## config.mk

```make
export PLATFORM = sky130hd
export DESIGN_NAME = flp_host
export DESIGN_NICKNAME = d
export VERILOG_FILES = /design/src/rtl/flp_host.v
export VERILOG_INCLUDE_DIRS = /design/src /design/src/rtl
export SDC_FILE = /design/constraint.sdc
export NUM_CORES = 1
export LEC_CHECK = 0
export ABC_CLOCK_PERIOD_IN_PS = 5800
export BUFFER_PORTS_ARGS = -buffer_cell sky130_fd_sc_hd__buf_2
export CORE_ASPECT_RATIO = 1.75
export CORE_MARGIN = 2
export CORE_UTILIZATION = 32
export DETAILED_ROUTE_END_ITERATION = 7
export SLEW_MARGIN = 20
export SYNTH_ARGS = -nofsm -noshare
export SYNTH_HDL_FRONTEND = slang
export SYNTH_SLANG_ARGS = --single-unit
```

## constraint.sdc

```tcl
create_clock -name pclk -period 5.8 [get_ports pclk]
set_input_delay 1.16 -clock pclk [delete_from_list [all_inputs] [get_ports pclk]]
set_output_delay 1.16 -clock pclk [all_outputs]
set_load 0.05 [all_outputs]
```

## src/rtl/flp_defines.vh

```
// Purpose: constants for the flash lock-bit host controller
// Assumes: apb slave registers of our own, word aligned
// Notes: flash command codes for lock-bit setup/confirm are module parameters
`ifndef FLP_DEFINES_VH
`define FLP_DEFINES_VH
`define FLP_REG_CTRL      12'h000
`define FLP_REG_ADDR      12'h004
`define FLP_REG_STATUS    12'h008
`define FLP_REG_FSTS      12'h00C
`define FLP_CTRL_GO       0
`define FLP_CTRL_OP_LSB   1
`define FLP_CTRL_OP_MSB   2
`define FLP_CTRL_RSTPD    3
`define FLP_OP_SET_BLOCK  2'h0
`define FLP_OP_SET_PERM   2'h1
`define FLP_OP_CLEAR      2'h2
`define FLP_OP_CLR_STS    2'h3
`define FLP_SR_READY      7
`define FLP_SR_ERASE_ERR  5
`define FLP_SR_PROG_ERR   4
`define FLP_SR_SUPPLY_ERR 3
`define FLP_SR_PROT_ERR   1
`define FLP_STRETCH_NS    70
`define FLP_CLK_NS        10
`define FLP_STRETCH_CYC   ((`FLP_STRETCH_NS + `FLP_CLK_NS - 1) / `FLP_CLK_NS)
`endif

```

## src/rtl/flp_host.v

```verilog
// Purpose: apb-driven host that issues lock-bit command sequences to the flash
// Assumes: flash bus strobes sampled on the pclk domain; data bus two-way
// Notes: polls status through ready/busy and the read-status command
`timescale 1ns/1ps
`include "flp_defines.vh"
module flp_host #(
  parameter        AW          = 20,
  parameter [7:0]  OP_SET_SU   = 8'h60,
  parameter [7:0]  OP_SET_BLK  = 8'h01,
  parameter [7:0]  OP_SET_PERM = 8'hF1,
  parameter [7:0]  OP_CLR_CNF  = 8'hD0,
  parameter [7:0]  OP_RD_STS   = 8'h70,
  parameter [7:0]  OP_CLR_STS  = 8'h50
) (
  // clock and reset
  input  wire          pclk,
  input  wire          presetn,
  // apb slave
  input  wire          psel,
  input  wire          penable,
  input  wire          pwrite,
  input  wire [11:0]   paddr,
  input  wire [31:0]   pwdata,
  output reg  [31:0]   prdata,
  output reg           pready,
  output reg           pslverr,
  // flash bus
  output reg  [AW-1:0] flash_addr,
  output reg  [7:0]    flash_dq_out,
  output reg           flash_dq_oe,
  input  wire [7:0]    flash_dq_in,
  output reg           flash_we_n,
  output reg           flash_oe_n,
  output reg           reset_powerdown_n,
  input  wire          ready_busy_n,
  // controller busy
  output reg           busy
);
  localparam ST_IDLE = 3'h0;
  localparam ST_WR   = 3'h1;
  localparam ST_WAIT = 3'h2;
  localparam ST_RSU  = 3'h3;
  localparam ST_RD   = 3'h4;
  localparam integer STRETCH_I = `FLP_STRETCH_CYC;
  localparam [7:0]   STRETCH   = STRETCH_I[7:0];

  reg  [2:0]    state;
  reg  [7:0]    cnt;
  reg  [1:0]    op;
  reg           phase;
  reg  [AW-1:0] target;
  reg  [7:0]    flash_status;
  reg           rb_s1;
  reg           rb_s2;
  reg           rb_s3;
  reg           rb_ready;
  reg  [7:0]    dq_s1;
  reg  [7:0]    dq_s2;
  reg  [7:0]    dq_s3;
  reg  [7:0]    next_cmd;

  // register decode shared by the write paths
  function reg_hit;
    input [11:0] addr;
    input [11:0] offset;
    begin
      reg_hit = (addr == offset);
    end
  endfunction

  wire acc = psel & penable & ~pready;
  wire wr  = acc & pwrite;
  wire go  = wr && reg_hit(paddr, `FLP_REG_CTRL) && pwdata[`FLP_CTRL_GO] && state == ST_IDLE;

  // command byte for the current phase: setup first, then confirm of the chosen lock operation; clear-status is one byte
  always @* begin
    case (op)
      `FLP_OP_SET_BLOCK: next_cmd = phase ? OP_SET_BLK : OP_SET_SU;
      `FLP_OP_SET_PERM:  next_cmd = phase ? OP_SET_PERM : OP_SET_SU;
      `FLP_OP_CLEAR:     next_cmd = phase ? OP_CLR_CNF : OP_SET_SU;
      default:           next_cmd = OP_CLR_STS;
    endcase
  end

  // three-stage synchronisers for the flash pins; a ready/busy change counts once stages 2 and 3 agree
  always @(posedge pclk or negedge presetn) begin
    if (!presetn) begin
      rb_s1    <= 1'b0;
      rb_s2    <= 1'b0;
      rb_s3    <= 1'b0;
      rb_ready <= 1'b0;
      dq_s1    <= 8'h00;
      dq_s2    <= 8'h00;
      dq_s3    <= 8'h00;
    end else begin
      rb_s1 <= ready_busy_n;
      rb_s2 <= rb_s1;
      rb_s3 <= rb_s2;
      if (rb_s2 == rb_s3)
        rb_ready <= rb_s3;
      dq_s1 <= flash_dq_in;
      dq_s2 <= dq_s1;
      dq_s3 <= dq_s2;
    end
  end

  // apb side
  always @(posedge pclk or negedge presetn) begin
    if (!presetn) begin
      prdata            <= 32'h0;
      pready            <= 1'b0;
      pslverr           <= 1'b0;
      target            <= {AW{1'b0}};
      reset_powerdown_n <= 1'b0;
    end else begin
      pready  <= acc;
      pslverr <= acc && paddr > `FLP_REG_FSTS;
      // address writes and the go bit are ignored while a sequence runs
      if (wr && reg_hit(paddr, `FLP_REG_ADDR) && state == ST_IDLE)
        target <= pwdata[AW-1:0];
      if (wr && reg_hit(paddr, `FLP_REG_CTRL))
        reset_powerdown_n <= pwdata[`FLP_CTRL_RSTPD];
      if (acc && !pwrite) begin
        case (paddr)
          `FLP_REG_CTRL:   prdata <= {28'h0, reset_powerdown_n, op, busy};
          `FLP_REG_ADDR:   prdata <= {{(32-AW){1'b0}}, target};
          `FLP_REG_STATUS: prdata <= {30'h0, rb_ready, busy};
          `FLP_REG_FSTS:   prdata <= {24'h0, flash_status};
          default:         prdata <= 32'h0;
        endcase
      end
    end
  end

  // flash sequencer
  always @(posedge pclk or negedge presetn) begin
    if (!presetn) begin
      state        <= ST_IDLE;
      cnt          <= 8'h0;
      op           <= 2'h0;
      phase        <= 1'b0;
      busy         <= 1'b0;
      flash_addr   <= {AW{1'b0}};
      flash_dq_out <= 8'h0;
      flash_dq_oe  <= 1'b0;
      flash_we_n   <= 1'b1;
      flash_oe_n   <= 1'b1;
      flash_status <= 8'h0;
    end else begin
      case (state)
        ST_IDLE: begin
          if (go) begin
            op           <= pwdata[`FLP_CTRL_OP_MSB:`FLP_CTRL_OP_LSB];
            phase        <= 1'b0;
            busy         <= 1'b1;
            state        <= ST_WR;
            cnt          <= STRETCH;
            flash_addr   <= target;
            flash_dq_oe  <= 1'b1;
            flash_we_n   <= 1'b0;
          end
        end
        ST_WR: begin
          flash_dq_out <= next_cmd;
          if (cnt != 8'h0) begin
            cnt <= cnt - 8'h1;
          end else if (flash_we_n) begin
            // strobe stayed high one cycle so the flash latches setup; start confirm
            flash_we_n  <= 1'b0;
            flash_dq_oe <= 1'b1;
            cnt         <= STRETCH;
          end else begin
            flash_we_n  <= 1'b1;
            flash_dq_oe <= 1'b0;
            if (!phase && op != `FLP_OP_CLR_STS) begin
              phase <= 1'b1;
            end else begin
              state <= ST_WAIT;
              cnt   <= STRETCH;
            end
          end
        end
        ST_WAIT: begin
          // gap lets the flash drive busy before polling
          if (cnt != 8'h0)
            cnt <= cnt - 8'h1;
          else if (rb_ready) begin
            state        <= ST_RSU;
            cnt          <= STRETCH;
            flash_dq_out <= OP_RD_STS;
            flash_dq_oe  <= 1'b1;
            flash_we_n   <= 1'b0;
          end
        end
        ST_RSU: begin
          if (cnt != 8'h0)
            cnt <= cnt - 8'h1;
          else if (!flash_we_n) begin
            flash_we_n  <= 1'b1;
            flash_dq_oe <= 1'b0;
            cnt         <= STRETCH;
          end else begin
            flash_oe_n <= 1'b0;
            cnt        <= STRETCH;
            state      <= ST_RD;
          end
        end
        ST_RD: begin
          if (cnt != 8'h0)
            cnt <= cnt - 8'h1;
          else begin
            // stage 3 has held the status byte for several cycles by now
            flash_status <= dq_s3;
            flash_oe_n   <= 1'b1;
            busy         <= 1'b0;
            state        <= ST_IDLE;
          end
        end
        default: state <= ST_IDLE;
      endcase
    end
  end
endmodule // flp_host

```

==> run summary <==
Maximum VDD drop = 0.2032 mV
Max H-tree Level = 4
Seq/Total Area, Yosys = 61.02%
Initial antenna violation count = 0
Routed Antenna Nets = 0
Worst slew pin tran = 0.9822 ns
GRT Total Usage = 13.92%
Global-route met3 utilization = 4.778%
Die H = 169.5 µm
Pwr dens = 339.8 nW/µm²
Core ar. = 15310 µm²
Num CTS Buffers = 17
Pin count of the biggest net entering global routing = 78
Vias in the first global route = 3610
WL/cell = 16.44 µm
Ys flop type = dfrtp_1
N_diodes = 0
Routing usage on met2 = 23.43%
Post-synth EDFFs = 0
Setup crit start kind = input port
Share of post-route cells with drive strength above 1 = 41.88%
Min cycle time layout = 3.342 ns
Buffers on Ports = 97
Synth-to-layout area growth = 26.21%
Met1 Use GR = 15.40%
Final Cell Area = 6320 µm²
Setup crit end kind = flop
Final Instance Count excl. Fillers = 685
DRT Pass-1 Iters = 4
Pins Over Slew Limit = 0
Hold Crit Class = reg2reg
Cts-stage hold buffer count = 0
Worst-path clk slew = 0.05 ns
Synth cell types = 53
TNS Setup = 0 ns
Final hold violations = 0
Global route overflow = 0
Max Cap Viol = 0
GP Congestion = 0.8041
Die area = 16700 µm²
Synth Instances = 381
Critical Path AT = 3.61 ns
Seq cells post-synth = 122
Setup Viol. Count Final = 0
Slew HR = 32.83%
DRT iter0 DRCs = 261
Clock Root Buffer = clkbuf_16
Total number of vias = 3386
Post-CTS resize count = 0
Async set or reset register ratio after synthesis = 100.0%
Std cell rows = 60
Clock sink count = 122
Die Width = 98.56 µm
Routed wire length = 11.26 mm
LEAKAGE = 3.220 nW
Grt peak-use layer = met2
First-pass GRT wire length = 17.91 mm
Synth Cell Area = 5007 µm²
Nets@finish = 550
Starting Density = 32.70%
Hpwl dp = 7.859 mm
RSZ-0062 raised after global routing = no
I/O pin total = 125
Syn avg cell area = 13.14 µm²
DRC = 0
Placed instance count = 653
Ys Warns = 0
Status = complete, no violations
Setup bufs post-CTS = 0
Cell Area, Placed = 5634 µm²
Setup Crit Path Kind = in2reg
CP max FO = 7
Fmax = 0.2992 GHz
Via density = 4.943
TritonCTS clock tree = built
Setup Skew = 0.008924 ns
Final cycle utilization of the critical path = 57.63%
Worst skew pair latency = 0.40 ns
Crit path required time = 6.06 ns
Clock Tree Buf Depth = 2
Overall power = 2.148 mW
## kinds of logic (layout without fill, tap and decap cells)
kind of cell	count (synthesis)	in the layout	share of synthesized area [%]
multiplexers	65	65	14.64
other	1	15	0.07489
AO/OA/AOI/OAI	71	71	9.995
AND/OR/NAND/NOR	75	75	8.221
buffers and inverters	40	144	4.348
flip-flops	122	122	61.02
adder cells (fa/ha/maj)	7	7	1.699
## routing by layer
layer / routed length [µm] / up-vias
li1: - / 1559
met1: 4271 / 1681
met2: 5960 / 121
met3: 698 / 25
met4: 333 / 0
met5: 0 / -
## worst max-delay path: stages
cell and delay (ns):
buf_2 0.09, or4_1 0.60, nor4_1 0.79, a21oi_1 0.41, nor2_1 0.40, o21ai_0 0.15
## layout by cell type, fill, tap and decap left out, drive strengths merged, types with 5 or more instances in the layout
cell type	count
nand2	18
nor2	17
o31ai	5
buf	101
clkbuf	21
mux2i	8
a22o	13
conb	15
mux2	56
inv	11
bufinv	6
nand4	5
o21ai	17
ha	6
or3	5
a21oi	12
dfrtp	120
## final cells by class
| class | instances | area, µm² |
|---|---|---|
| fillers | 1491 | 8995 |
| flip-flops and latches | 122 | 3055 |
| multi-input cells | 233 | 1787 |
| repair buffers | 101 | 518.0 |
| clock buffers | 21 | 470.5 |
| well taps | 186 | 232.7 |
| clock inverters | 11 | 215.2 |
| inverters | 11 | 41.29 |
## path summary, 6_finish.rpt
path	startpoint	end	slack, ns	depth (start not counted)
setup reg to reg	cnt[0]$_DFFE_PN0P_	flash_dq_out[7]$_DFFE_PN0P_	2.89	7
hold reg to reg	dq_s2[3]$_DFF_PN0_	dq_s3[3]$_DFF_PN0_	0.34	0
max in group asynchronous	presetn	dq_s2[1]$_DFF_PN0_	3.75	2
min in group asynchronous	presetn	target[9]$_DFFE_PN0P_	0.90	1
hold / removal	dq_s2[3]$_DFF_PN0_	dq_s3[3]$_DFF_PN0_	0.34	0
setup / recovery	paddr[9]	cnt[1]$_DFFE_PN0P_	2.46	6
## power by group
part           leakage [nW]  total (mW)  internal (mW)  switching, mW
Combinational          1.31      0.0741         0.0174         0.0566
Clock                 0.333        1.20          0.840          0.363
Sequential             1.58       0.870          0.865        0.00586
## state kept, by name, summed over array words and instances (netlist names), 2 cells and up
signal,count
flash_addr,20
cnt,8
flash_dq_out,5
flash_status,8
op,2
dq_s1,8
prdata,20
state,3
dq_s2,8
target,20
dq_s3,8
## stage by stage
| stage | worst slack, ns | hold WS, ns | util [%] |
|---|---|---|---|
| 2_1_floorplan | 2.825 | 0.3312 | - |
| 3_3_place_gp | 2.080 | 0.3315 | 36.79 |
| 3_5_place_dp | 2.054 | 0.3356 | 36.79 |
| 4_1_cts | 2.473 | 0.3482 | 41.27 |
| 5_1_grt | 2.310 | 0.3520 | 41.27 |
| 6_report | 2.458 | 0.3442 | 41.27 |
## cells in the mapped netlist, types with 2 or more instances
master,instances,area (µm²)
mux2_2,56,630.6
nand2b_1,4,25.02
nor2_1,16,60.06
or4_4,3,33.78
a211o_1,4,35.03
a22o_1,3,26.28
dfrtp_1,120,3003
nand2_1,18,67.56
inv_1,11,41.29
nand3_1,4,20.02
o21ai_0,16,80.08
nor3b_1,3,22.52
and3_1,2,12.51
a211oi_1,2,15.01
a31oi_1,4,25.02
o211ai_1,2,15.01
mux2i_1,8,80.08
buf_2,3,15.01
dfstp_2,2,52.55
a21oi_1,12,60.06
nor2b_1,2,12.51
buf_4,15,112.6
a22o_2,10,100.1
o31ai_1,5,37.54
ha_1,6,75.07
nor4_1,3,18.77
nor3_1,4,20.02
o22ai_1,2,12.51
nand4_1,5,31.28
or3_1,4,25.02
clkbuf_1,10,37.54
Power figures use the tool's default switching activity.
